File: src/hw/rate_conv_pkg.sv
package rate_conv_pkg;

    // ****************************************
    // Register bus shape
    // ****************************************
    localparam int ADDR_W = 16;
    localparam int DATA_W = 16;

    // ****************************************
    // Register offsets
    // ****************************************
    localparam logic [15:0] CONV1_PATH_ADDR   = 16'h0ef2;
    localparam logic [15:0] CONV2_HIGH_ADDR   = 16'h0ef3;
    localparam logic [15:0] CONV2_LOW_ADDR    = 16'h0ef4;
    localparam logic [15:0] CONV2_PATH_ADDR   = 16'h0ef5;
    localparam logic [15:0] CONV1_ACTIVE_ADDR = 16'h0f00;
    localparam logic [15:0] CONV2_ACTIVE_ADDR = 16'h0f01;

    // ****************************************
    // Field layout and reset values
    // ****************************************
    localparam int RATE_MSB  = 14;
    localparam int RATE_LSB  = 11;
    localparam int UP_MSB    = 15;
    localparam int UP_LSB    = 12;
    localparam int DOWN_MSB  = 9;
    localparam int DOWN_LSB  = 6;
    localparam int NOTCH_BIT = 0;
    localparam int FAULT_BIT = 1;
    localparam logic [3:0]  RATE_RESET = 4'h0;
    localparam logic [15:0] REG_RESET  = 16'h0000;
    localparam logic [15:0] PATH_MASK  = 16'hf3c1;

    // ****************************************
    // Rate codes
    // ****************************************
    localparam logic [3:0] RATE_SYNC1  = 4'h0;
    localparam logic [3:0] RATE_SYNC2  = 4'h1;
    localparam logic [3:0] RATE_SYNC3  = 4'h2;
    localparam logic [3:0] RATE_ASYNC1 = 4'h8;
    localparam logic [3:0] RATE_ASYNC2 = 4'h9;
    localparam logic [2:0] IDX_BAD     = 3'h7;
    localparam int         DOMAIN_BIT  = 3;

    // Coefficient index per rate code; reserved codes map to IDX_BAD
    function automatic logic [2:0] rate_idx(input logic [3:0] code);
        if (code == RATE_SYNC1) rate_idx = 3'h0;
        else if (code == RATE_SYNC2) rate_idx = 3'h1;
        else if (code == RATE_SYNC3) rate_idx = 3'h2;
        else if (code == RATE_ASYNC1) rate_idx = 3'h3;
        else if (code == RATE_ASYNC2) rate_idx = 3'h4;
        else rate_idx = IDX_BAD;
    endfunction

    // Eight path bits of a control word: {up[3:0], down[3:0]}
    function automatic logic [7:0] path_bits(input logic [15:0] w);
        path_bits = {w[UP_MSB:UP_LSB], w[DOWN_MSB:DOWN_LSB]};
    endfunction

    // Inverse of path_bits, placing bits at their register positions
    function automatic logic [15:0] path_word(input logic [7:0] p);
        path_word = REG_RESET;
        path_word[UP_MSB:UP_LSB] = p[7:4];
        path_word[DOWN_MSB:DOWN_LSB] = p[3:0];
    endfunction

endpackage

File: src/hw/path_admit_if.sv
`timescale 1ns/1ps
interface path_admit_if #(
    parameter int PATHS = 16,
    parameter int CNT_W = 5
);
    logic [PATHS-1:0] requested;
    logic [PATHS-1:0] active;
    logic [PATHS-1:0] next_active;
    logic [CNT_W-1:0] budget;

    modport admit (input requested, input active, input budget, output next_active);
    modport ctrl (output requested, output active, output budget, input next_active);
endinterface

File: src/hw/path_admit.sv
`timescale 1ns/1ps
module path_admit #(
    parameter int PATHS = 16,
    parameter int CNT_W = 5
) (
    // Request, current state and clock budget
    path_admit_if.admit bus
);

    function automatic logic [CNT_W-1:0] count_ones(input logic [PATHS-1:0] v);
        count_ones = '0;
        for (int i = 0; i < PATHS; i++) begin
            count_ones = CNT_W'(count_ones + CNT_W'(v[i]));
        end
    endfunction

    logic [PATHS-1:0] kept;
    logic [PATHS-1:0] fresh;

    assign kept  = bus.active & bus.requested;
    assign fresh = bus.requested & ~bus.active;

    // Running paths are counted first, so a lowered budget never drops them; new
    // paths are granted lowest bit first while cycles remain (see [RULE16])
    always_comb begin
        logic [CNT_W-1:0] used;
        used = count_ones(kept);
        bus.next_active = kept;
        for (int i = 0; i < PATHS; i++) begin
            if (fresh[i] && (used < bus.budget)) begin
                bus.next_active[i] = 1'b1;
                used = CNT_W'(used + CNT_W'(1));
            end
        end
    end

endmodule

File: src/hw/rate_converter_path_control.sv
`timescale 1ns/1ps
// Behaviour
// [RULE1] Converter 2 high-rate code in bits 14:11
// [RULE2] Converter 2 low-rate code, two async codes
// [RULE3] Software writes only the five defined codes
// [RULE4] Software keeps rates within 8 to 192 kHz
// [RULE5] Both rate fields share one clock domain
// [RULE6] Clear downsample inputs before changing high rate
// [RULE7] Clear upsample inputs before changing low rate
// [RULE8] Converter 2 bits 15:12 enable upsample channels
// [RULE9] Converter 2 bits 9:6 enable downsample channels
// [RULE10] Converter 2 bit 0 enables notch filter
// [RULE11] Software should normally enable the notch
// [RULE12] Converter 1 bits 8:6 enable downsample 2-4
// [RULE13] Converter 1 bit 0 enables notch filter
// [RULE14] Reset clears rates and every enable
// [RULE15] Notch coefficients follow the rates automatically
// [RULE16] Unaffordable new paths refused, running paths kept
module rate_converter_path_control #(
    parameter int PATHS = 16,
    parameter int CNT_W = 5
) (
    // Clock and reset
    input  wire logic                                clk,
    input  wire logic                                sys_rst,
    // Register port
    input  wire logic [rate_conv_pkg::ADDR_W-1:0]    reg_addr,
    input  wire logic [rate_conv_pkg::DATA_W-1:0]    reg_wr_data,
    input  wire logic                                reg_wr,
    input  wire logic                                reg_rd,
    output logic      [rate_conv_pkg::DATA_W-1:0]    reg_rd_data,
    // Paths the system clock can carry
    input  wire logic [CNT_W-1:0]                    path_budget,
    // Converter 1 path controls
    output logic      [3:0]                          conv1_upsample_en,
    output logic      [3:0]                          conv1_downsample_en,
    output logic                                     conv1_notch_en,
    // Converter 2 path controls
    output logic      [3:0]                          conv2_upsample_en,
    output logic      [3:0]                          conv2_downsample_en,
    output logic                                     conv2_notch_en,
    output logic      [5:0]                          conv2_notch_coef_sel,
    output logic                                     conv2_rate_fault
);

    // ****************************************
    // Stored configuration
    // ****************************************
    logic [3:0]       conv2_high_rate_sel;
    logic [3:0]       conv2_low_rate_sel;
    logic [15:0]      conv1_path_enable_ctrl;
    logic [15:0]      conv2_path_enable_ctrl;
    logic [PATHS-1:0] active;

    // ****************************************
    // Address decode
    // ****************************************
    wire hit_c1_path = (reg_addr == rate_conv_pkg::CONV1_PATH_ADDR);
    wire hit_high    = (reg_addr == rate_conv_pkg::CONV2_HIGH_ADDR);
    wire hit_low     = (reg_addr == rate_conv_pkg::CONV2_LOW_ADDR);
    wire hit_c2_path = (reg_addr == rate_conv_pkg::CONV2_PATH_ADDR);
    wire hit_c1_act  = (reg_addr == rate_conv_pkg::CONV1_ACTIVE_ADDR);
    wire hit_c2_act  = (reg_addr == rate_conv_pkg::CONV2_ACTIVE_ADDR);

    wire [3:0]  wr_rate  = reg_wr_data[rate_conv_pkg::RATE_MSB:rate_conv_pkg::RATE_LSB];
    wire [15:0] wr_paths = reg_wr_data & rate_conv_pkg::PATH_MASK;

    // ****************************************
    // Rate checks and notch coefficients
    // ****************************************
    wire [2:0] high_idx = rate_conv_pkg::rate_idx(conv2_high_rate_sel);
    wire [2:0] low_idx  = rate_conv_pkg::rate_idx(conv2_low_rate_sel);
    // Reserved codes and mixed domains are software faults; flagged, not blocked
    wire next_fault = (high_idx == rate_conv_pkg::IDX_BAD)
                    || (low_idx == rate_conv_pkg::IDX_BAD)
                    || (conv2_high_rate_sel[rate_conv_pkg::DOMAIN_BIT]
                        != conv2_low_rate_sel[rate_conv_pkg::DOMAIN_BIT]);

    // ****************************************
    // Path admission
    // ****************************************
    path_admit_if #(.PATHS(PATHS), .CNT_W(CNT_W)) adm ();

    assign adm.requested = {rate_conv_pkg::path_bits(conv2_path_enable_ctrl),
                            rate_conv_pkg::path_bits(conv1_path_enable_ctrl)};
    assign adm.active    = active;
    assign adm.budget    = path_budget;

    path_admit #(.PATHS(PATHS), .CNT_W(CNT_W)) u_admit (
        .bus (adm)
    );

    // ****************************************
    // Read data selection
    // ****************************************
    wire [15:0] c1_status = rate_conv_pkg::path_word(active[7:0]);
    wire [15:0] c2_status = rate_conv_pkg::path_word(active[15:8])
                          | (16'(conv2_rate_fault) << rate_conv_pkg::FAULT_BIT);
    wire [15:0] high_word = 16'(conv2_high_rate_sel) << rate_conv_pkg::RATE_LSB;
    wire [15:0] low_word  = 16'(conv2_low_rate_sel) << rate_conv_pkg::RATE_LSB;

    // Unmapped addresses read zero
    wire [15:0] next_rd_data = hit_c1_path ? conv1_path_enable_ctrl
                             : hit_high    ? high_word
                             : hit_low     ? low_word
                             : hit_c2_path ? conv2_path_enable_ctrl
                             : hit_c1_act  ? c1_status
                             : hit_c2_act  ? c2_status
                             : rate_conv_pkg::REG_RESET;

    // ****************************************
    // Registers
    // ****************************************
    always_ff @(posedge clk or posedge sys_rst) begin
        if (sys_rst) begin
            conv2_high_rate_sel <= rate_conv_pkg::RATE_RESET; // see [RULE14]
            conv2_low_rate_sel  <= rate_conv_pkg::RATE_RESET; // see [RULE14]
        end else if (reg_wr && hit_high) begin
            conv2_high_rate_sel <= wr_rate; // see [RULE1]
        end else if (reg_wr && hit_low) begin
            conv2_low_rate_sel <= wr_rate; // see [RULE2]
        end
    end

    always_ff @(posedge clk or posedge sys_rst) begin
        if (sys_rst) begin
            conv1_path_enable_ctrl <= rate_conv_pkg::REG_RESET; // see [RULE14]
            conv2_path_enable_ctrl <= rate_conv_pkg::REG_RESET; // see [RULE14]
        end else if (reg_wr && hit_c1_path) begin
            conv1_path_enable_ctrl <= wr_paths; // see [RULE12] see [RULE13]
        end else if (reg_wr && hit_c2_path) begin
            conv2_path_enable_ctrl <= wr_paths; // see [RULE8] see [RULE9] see [RULE10]
        end
    end

    always_ff @(posedge clk or posedge sys_rst) begin
        if (sys_rst) begin
            active               <= '0; // see [RULE14]
            conv2_notch_coef_sel <= '0;
            conv2_rate_fault     <= 1'b0;
            reg_rd_data          <= rate_conv_pkg::REG_RESET;
        end else begin
            active               <= adm.next_active; // see [RULE16]
            conv2_notch_coef_sel <= {high_idx, low_idx}; // see [RULE15]
            conv2_rate_fault     <= next_fault;
            reg_rd_data          <= reg_rd ? next_rd_data : rate_conv_pkg::REG_RESET;
        end
    end

    // ****************************************
    // Outputs
    // ****************************************
    assign conv1_upsample_en   = active[7:4];
    assign conv1_downsample_en = active[3:0]; // see [RULE12]
    assign conv2_upsample_en   = active[15:12]; // see [RULE8]
    assign conv2_downsample_en = active[11:8]; // see [RULE9]
    assign conv1_notch_en = conv1_path_enable_ctrl[rate_conv_pkg::NOTCH_BIT]; // see [RULE13]
    assign conv2_notch_en = conv2_path_enable_ctrl[rate_conv_pkg::NOTCH_BIT]; // see [RULE10]
endmodule

File: config.mk
export PLATFORM = sky130hd
export DESIGN_NAME = rate_converter_path_control
export DESIGN_NICKNAME = d
export VERILOG_FILES = /design/src/hw/rate_conv_pkg.sv /design/src/hw/path_admit_if.sv /design/src/hw/path_admit.sv /design/src/hw/rate_converter_path_control.sv
export SDC_FILE = /design/constraint.sdc
export NUM_CORES = 1
export LEC_CHECK = 0
export ABC_AREA = 0
export BUFFER_PORTS_ARGS = -buffer_cell sky130_fd_sc_hd__buf_4
export CORE_MARGIN = 2
export CORE_UTILIZATION = 50
export DETAILED_ROUTE_END_ITERATION = 8
export PLACE_DENSITY = 0.7
export SLEW_MARGIN = 30
export SYNTH_ARGS = -nofsm -noshare
export SYNTH_HDL_FRONTEND = slang
export SYNTH_SLANG_ARGS = --single-unit
File: constraint.sdc
create_clock -name clk -period 65.4 [get_ports clk]
set_input_delay 0 -clock clk [delete_from_list [all_inputs] [get_ports clk]]
set_output_delay 0 -clock clk [all_outputs]
set_load 0.01 [all_outputs]
== Yosys cells after proc, flatten, opt, wreduce, memory -nomap -nowiden ==
Cells that the tools add are included.

* Bits in registers: 65
* Input port bits: 41
* Output and inout port bits: 41
* Word-level logic and storage cells: 151

* Add/subtract/negate cells: 30
* Magnitude comparators: 16
* Equality and inequality tests: 17
* Muxes and demuxes: 48
* Bitwise operators: 6
* Reduce and logical (&&, ||, !) cells: 26

{| class="wikitable"
|+ Operators with widths
! cell !! number
|-
| two-way mux 16 bit || 7
|-
| == test 16 x 12 -> 1 bit, second input constant || 6
|-
| < comparator 5 bit || 16
|-
| adder 5 x 1 -> 5 bit, second input constant || 15
|-
| two-way mux 5 bit || 15
|-
| adder 5 x 1 -> 5 bit || 14
|-
| AND 16 bit || 2
|-
| two-way mux 3 bit || 8
|-
| logical AND 1 bit || 20
|-
| == test 4 bit, second input constant || 4
|-
| two-way mux 1 bit || 16
|-
| NOT 16 bit || 1
|-
| bitwise OR 16 x 2 -> 16 bit || 1
|-
| == test 4 x 1 -> 1 bit, second input constant || 2
|-
| == test 4 x 2 -> 1 bit, second input constant || 2
|-
| zero test 4 bit || 2
|-
| == test 3 bit, second input constant || 2
|-
| two-way mux 2 bit || 2
|-
| AND reduction 2 bit || 2
|-
| adder 1 x 1 -> 2 bit || 1
|-
| logical OR 1 bit || 2
|-
| NOT 1 bit || 2
|-
| != test 1 bit || 1
|}

== Longest topological paths before layout ==
Gate-level depths: netlist of run 1.

* Depth in word-level cells: 64
* Depth in mapped cells: 150
* Depth with buffers taken out: 149

== By module ==
A second synthesis of run 1 with hierarchy kept.

* Cells, all modules: 845
* Area, all modules: 7762.4 um2

{| class="wikitable"
|+ By module, submodules not included
! module !! instances !! cells an instance !! area an instance (um2) !! seq. area each (um2)
|-
| path_admit || 1 || 648 || 5087.4 || 0.0
|-
| rate_converter_path_control || 1 || 197 || 2675.1 || 1501.4
|}

== Worst setup path after synthesis of run 1 ==
OpenSTA, ideal clock, no wires.

* Path type: register -> register
* Start point: register active[0]
* End point: register active[15]
* Setup time: 121 ps
* Data arrival time: 30449 ps
* Data required time: 65279 ps
* Setup slack: 34830 ps
* Cell stages (with the launch flop): 142
* Path buffers: 2
* Period minus slack after synthesis: 30570 ps
* Path through: dfrtp_1 > and2_1 > ha_1 > inv_1 > fa_1 > fa_1 > fa_1 > inv_1 > fa_1 > fa_1 > inv_1 > fa_1 > xnor2_1 > ha_1 > a21o_1 > a31oi_2 > o21a_1 > nand4_1 > (+106 left out) > xnor2_2 > ha_1 > nand4_1 > o2111a_1 > o31a_1 > nand2_1 > xnor2_1 > ha_1 > a21o_1 > a21oi_1 > nor2b_1 > nor4b_1 > o21a_1 > mux2_2 > ha_1 > a21boi_1 > o2111ai_1 > a22o_1

* Word-level cells in the longest chain between the ends: 64
* Elaborated cells on any way between the ends: 81
* Those cells by class: 30 x add/sub; 16 x order compare; 16 x mux; 3 x bitwise; 16 x reduce/logical

{| class="wikitable"
|+ RTL lines
! item !! RTL line !! source
|-
| start: declaration || rate_converter_path_control.sv:53 || <nowiki>logic [PATHS-1:0] active;</nowiki>
|-
| start signal: assignment || rate_converter_path_control.sv:143 || <nowiki>active <= adm.next_active;</nowiki>
|-
| AND 16 bit || path_admit.sv:20 || <nowiki>assign kept = bus.active & bus.requested;</nowiki>
|-
| adder 1 x 1 -> 2 bit || path_admit.sv:13 || <nowiki>count_ones = CNT_W'(count_ones + CNT_W'(v[i]));</nowiki>
|-
| adder 5 x 1 -> 5 bit (14 in a row) || path_admit.sv:13 ||
|-
| < comparator 5 bit || path_admit.sv:30 || <nowiki>if (fresh[i] && (used < bus.budget)) begin</nowiki>
|-
| logical AND 1 bit || path_admit.sv:30 ||
|-
| two-way mux 5 bit * || path_admit.sv:30 ||
|-
| < comparator 5 bit || path_admit.sv:30 ||
|-
| logical AND 1 bit || path_admit.sv:30 ||
|-
| (+36 left out) || - ||
|-
| two-way mux 5 bit * || path_admit.sv:30 ||
|-
| < comparator 5 bit || path_admit.sv:30 ||
|-
| logical AND 1 bit || path_admit.sv:30 ||
|-
| two-way mux 5 bit * || path_admit.sv:30 ||
|-
| < comparator 5 bit * || path_admit.sv:30 ||
|-
| logical AND 1 bit * || path_admit.sv:30 ||
|-
| two-way mux 1 bit * || path_admit.sv:30 ||
|-
| net adm.next_active[15] || path_admit_if.sv:8 || <nowiki>logic [PATHS-1:0] next_active;</nowiki>
|}

Mark *: on every way through the listed nets, which the timed path passes. The rest lies on a longest branch.
A chain may end at the register's enable or synchronous reset.

== Worst setup path after layout of run 1 ==
Ends and elaborated chain as after synthesis.

==> results.cfg, run 1 <==
[clocking]
cts_made_buffers = 9
clock-sinks = 60
post_cts_buffers = 0
cts_tree = yes
clk_pin_slew_ns = 0.06
postCtsResizedCells = 0
root_buffer = clkbuf_16
cts_buffer_depth = 2
cts_max_level = 3
worst_skew_pair.late_latency_ns = 0.33
hold_buffers = 12

[setup_path]
reg2reg_to = active[15]
r2r-start = active[0]
critPathRequiredTime_ns = 65.61
cp-end-kind = flip-flop
worst-path-buf-inv = 10
cpPeakStageDelay_ns = 0.80
reg2reg_slack_ns = 29.81
worst_ep_arrival_time_ns = 35.80
critPathTopFamily = compound AO/OA/AOI/OAI gates
cpMostUsedCell = ha_1
cp_slowest_cell = nor4b_1
criticalPathCategory = flip-flop to flip-flop
cp.depth = 141
critical_path.startpoint = active[0]
endpoint = active[15]
r2r_cells = 141
worstSetupStartpointType = flip-flop
worstPathMaxFanout = 9

[floorplanning]
initial_core_util = 0.5106
die_area_mm2 = 0.01515
num_io_pins = 82
core_area_mm2 = 0.01388
fp-row-count = 43
fp.dieH_um = 123.1
chipWidth_um = 123.1

[route]
wl_per_cell_um = 17.95
drt_iter0_markers = 440
ant_nets = 0
drcViolationCount = 0
wirelength_um = 18560
vias_per_cell = 6.071
drtPass1Iterations = 7
vias = 6277

[pwr]
p_comb_frac = 0.093
intPower_uw = 74.23
irDropWorstVdd_uv = 11.18
powerDensity_mw_per_mm2 = 11.75
switching_power_uw = 22.74
power_frac_seq = 0.386
netSwitchingFraction = 0.2345
leakagePower_nw = 4.129
clkPwrFrac = 0.522

[timing]
drv_slew = 0
clock_skew_ns = 0.005532
fmax_ghz = 0.02810
fin_setup_tns_ns = 0
period_minus_slack_ns = 35.59
worst_pin_slew_ns = 0.9787
relSlewSlack = 0.3383
setup_viol = 0
hold_viol_final = 0
post-route-period-util = 0.5442
setup_ws_ns = 29.81
rsz0062_at_grt = no

[global_routing]
antenna_found_initial = 0
grt_max_degree = 61
grt.total_usage = 0.2508
grt_pass1_wl_um = 30260
gr-total-overflow = 0
first_global_vias = 6196

[logic_synthesis]
netlist_instances = 764
ys_ff_latch = 60
yosysTopAreaCellShare = 0.2118
ys_async_sr_fraction = 1.000
synth_edf_count = 0
yosys_warnings = 0
ys_top_cells_by_area = dfrtp_1 21%, ha_1 15%, mux2_2 4.9%
netlist_area_mm2 = 0.007088
yosys.area.top_type = dfrtp_1
seq_area_frac_synth = 0.2118
ys_types = 96
syn_area_per_cell_um2 = 9.278
ys_top_cells_by_count = 84 x ha_1, 60 x dfrtp_1, 59 x nand2_1, 45 x inv_1, 45 x nor2_1
yosysMostFrequentCell = ha_1
ys.flop_type = dfrtp_1

[hold_path]
hold_class = input pin to flip-flop

[cells_and_area]
syn_to_final_growth_pct = 16.43
drive_above_1_share = 0.2283
num-nets-final = 984
antennaDiodeCount = 0

[placed_design]
place_ws_ns = 30.29
hpwl_um = 14650
io_buffers = 70
place.gp.congestion = 0.9295

[status]
status = finished clean

[run]
cap_violations = 0
## worst min path at each step
stage          cells after the start                   endpoint  slack, ns             from
4_1_cts                            3             reg_rd_data[0]       0.05      reg_addr[0]
3_5_place_dp                       2  conv2_path_enable_ctrl[7]       0.25   reg_wr_data[7]
5_1_grt                            3             reg_rd_data[0]       0.07      reg_addr[0]
6_report                           3             reg_rd_data[0]       0.06      reg_addr[0]
2_1_floorplan                      2      conv2_low_rate_sel[3]       0.12  reg_wr_data[14]
3_3_place_gp                       2  conv1_path_enable_ctrl[7]       0.24   reg_wr_data[7]
## per-stage QoR
| step | cells | hold WS (ns) | total power [mW] | util | area [µm²] |
|---|---|---|---|---|---|
| 2_1_floorplan | 768 | 0.1168 | 0.04266 | - | 7103 |
| 3_3_place_gp | 1006 | 0.2450 | 0.04614 | 0.5631 | 7816 |
| 3_5_place_dp | 1006 | 0.2511 | 0.04641 | 0.5631 | 7816 |
| 4_1_cts | 1034 | 0.04653 | 0.09721 | 0.5946 | 8253 |
| 5_1_grt | 1034 | 0.06649 | 0.09999 | 0.5946 | 8253 |
| 6_report | 1034 | 0.06000 | 0.09697 | 0.5946 | 8253 |
## worst register-to-register path: cells and delay by family (launching register included)
kind	cells	cell delay, ns
adders and majority gates	23	8.04
DFF	1	0.44
and+or+nand+nor	42	9.03
AOI/OAI and AO/OA	49	11.63
buffers and inverters	10	0.92
muxes	2	0.46
xor gates and xnor gates	15	4.96
## kinds of logic (layout without fill, tap and decap cells)
kind of cell	after synthesis	in the layout	share of synthesized area
XOR/XNOR	48	48	0.09073
buffers and inverters	71	157	0.04201
adder cells (fa/ha/maj)	94	94	0.1765
AND/OR/NAND/NOR	264	264	0.2042
multiplexers	43	43	0.07008
AO/OA/AOI/OAI	183	183	0.2041
other	1	5	0.0005291
flip-flops	60	60	0.2118
## per-layer routing
metal / GRT usage / routed length [µm]
met3: 0.03137 / 1016
met2: 0.4479 / 9186
met1: 0.3190 / 7999
met4: 0.06747 / 362
met5: 0 / 0
## flip-flops by register name, summed over array words and instances, names as in the netlist
| name | count |
|---|---|
| conv2_high_rate_sel | 4 |
| conv2_path_enable_ctrl | 9 |
| conv2_low_rate_sel | 4 |
| conv2_rate_fault | 1 |
| conv1_path_enable_ctrl | 9 |
| reg_rd_data | 11 |
| active | 16 |
| conv2_notch_coef_sel | 6 |
## final cells by class
cell class	instances	area [µm²]
inverters	50	192.7
fillers	1181	5628
well taps	180	225.2
clock inverters	7	91.34
multi-input cells	637	5304
clock buffers	9	225.2
flip-flops and latches	60	1501
repair buffers	91	713.2
## power by group through the flow
stage | Combinational [mW] | Sequential, mW | Clock [mW]
2_1_floorplan | 0.00453 | 0.0381 | 0
3_3_place_gp | 0.00809 | 0.0380 | 0
3_5_place_dp | 0.00837 | 0.0380 | 0
4_1_cts | 0.00903 | 0.0374 | 0.0508
5_1_grt | 0.00997 | 0.0374 | 0.0526
6_report | 0.00901 | 0.0374 | 0.0506
## cells in the final DEF (no fill, tap or decap), drive strengths merged, types with 9 or more instances in the layout
cell         instances
a221oi              10
mux2i                9
nand2               60
clkbuf               9
a22oi                9
mux2                34
ha                  84
or3                 10
dfrtp               60
nand3               20
xnor2               34
o21a                14
dlygate4sd3         12
a211oi               9
or2                  9
nor3                10
nor2b               13
a21oi               32
buf                 79
and2                24
o21ai               24
xor2                12
nand4               29
inv                 49
nor2                45
fa                  10
a21o                13
No activity file was read; power rests on OpenSTA's default activity.
==> run 2: changes to the inputs <==
==> constraint.sdc (replaced) <==
create_clock -name clk -period 32.8 [get_ports clk]
set_input_delay 0 -clock clk [delete_from_list [all_inputs] [get_ports clk]]
set_output_delay 0 -clock clk [all_outputs]
set_load 0.01 [all_outputs]
==> results.cfg, run 2 (same netlist as run 1, synthesis figures left out) <==
[status]
status = finished clean

[cells_and_area]
drive_above_1_share = 0.2935
final_cell_mix = 128 x buf_4, 84 x ha_1, 60 x dfrtp_1
biggestRegsByFlops = active: 16 flops, reg_rd_data: 11 flops
num-nets-final = 1033
syn_to_final_growth_pct = 23.92
final_area_mm2 = 0.008783
regMostFlops = active
largest_reg_flops = 16
layout_commonest_cell = buf_4
fillCellCount = 1130
antennaDiodeCount = 0
fin_util = 0.6328

[floorplanning]
fp-row-count = 43
initial_core_util = 0.5106
fp.dieH_um = 123.1
num_io_pins = 82
chipWidth_um = 123.1
die_area_mm2 = 0.01515
core_area_mm2 = 0.01388

[clocking]
clk_pin_slew_ns = 0.05
cts_max_level = 3
root_buffer = clkbuf_16
clock-sinks = 60
cts_buffer_depth = 2
worst_skew_pair.late_latency_ns = 0.32
cts_made_buffers = 9
cts_tree = yes

[timing]
fmax_ghz = 0.03205
clock_skew_ns = 0.005049
drv_slew = 0
hold_viol_final = 0
period_minus_slack_ns = 31.20
post-route-period-util = 0.9512
setup_viol = 0
fin_setup_tns_ns = 0
worst_pin_slew_ns = 0.7514
relSlewSlack = 0.4990
holdWs_ns = 0.07272

[global_routing]
grt.total_usage = 0.2538
grtUsageMet1 = 0.3142
first_global_vias = 6388
gr-total-overflow = 0
antenna_found_initial = 0
grt_max_degree = 61
busiest_layer = met2
gr-usage-met3 = 0.03229
grtUsageMet2 = 0.4606
grt_pass1_wl_um = 30620

[setup_path]
cp-end-kind = flip-flop
cpPeakStageDelay_ns = 0.57
worstPathMaxFanout = 8
worst_ep_arrival_time_ns = 31.41
criticalPathCategory = flip-flop to flip-flop
worstSetupStartpointType = flip-flop
cpMostUsedCell = ha_1
critPathRequiredTime_ns = 33.01
cp_slowest_cell = fa_1
reg2reg_slack_ns = 1.60

[placed_design]
io_buffers = 70
placed_cell_area_mm2 = 0.008019
hpwl_um = 14960
place.gp.congestion = 0.9190

[hold_path]
hold_class = input pin to flip-flop

[pwr]
irDropWorstVdd_uv = 30.72
leakagePower_nw = 4.429
power_uw = 187.7
powerDensity_mw_per_mm2 = 21.37

[route]
vias = 6550
vias_per_cell = 6.048
drcViolationCount = 0
ant_nets = 0
drtPass1Iterations = 5
wirelength_um = 19470
wl_per_cell_um = 17.97
drt_iter0_markers = 478

[run]
cap_violations = 0
run 2: worst paths after layout:
path	start	endpoint	cells past startpoint
setup / recovery	active[0]	active[15]	148
hold / removal	reg_addr[0]	reg_rd_data[8]	2
setup reg to reg	active[0]	active[15]	148
hold reg to reg	conv2_low_rate_sel[0]	conv2_notch_coef_sel[1]	1
max in group asynchronous	sys_rst	conv2_path_enable_ctrl[12]	4
min in group asynchronous	sys_rst	reg_rd_data[6]	4
run 2: worst max-delay path, delay by kind of cell, from the launching register on:
kind	cells	cell delay [ns]
simple gates	44	7.75
buf+inv	17	2.06
mux	3	0.60
xor+xnor	14	2.64
flops	1	0.45
fa+ha+maj	23	7.80
compound gates	47	9.75
run 2: final cells by class:
cell class | count | area (µm²) | area share
clock buffer | 12 | 256.5 | 0.02920
multi-input combinational | 637 | 5479 | 0.6238
inverter | 50 | 192.7 | 0.02194
timing repair buffer | 140 | 1081 | 0.1231
sequential | 60 | 1501 | 0.1709
tap | 180 | 225.2 | 0.02564
clock inverter | 4 | 47.55 | 0.005413
run 2: stage by stage:
step                worst slack, ns  instances
finish                        1.602       1083
global route                -0.1742       1083
CTS                          0.1086       1061
detailed placement           0.3047       1033
global placement              1.023       1033
floorplan                     2.230        768
run 2: per-layer routing:
metal / up-vias / wire length [µm]
met4: 0 / 243
met3: 23 / 1093
met1: 3191 / 8302
met2: 226 / 9826
met5: - / 0
li1: 3110 / -
run 2: what timing repair did:
item	CTS	global route
resized for setup	0	31
setup buffers	0	22
endpoints found under the setup margin	0	3
hold buffers	12	0
hold endpoints to repair	87	0
run 2: report_power, final:
part           internal, mW  switching [mW]  leakage [nW]
clock network        0.0626          0.0324         0.149
logic               0.00752          0.0106          3.47
registers            0.0745        0.000133         0.814
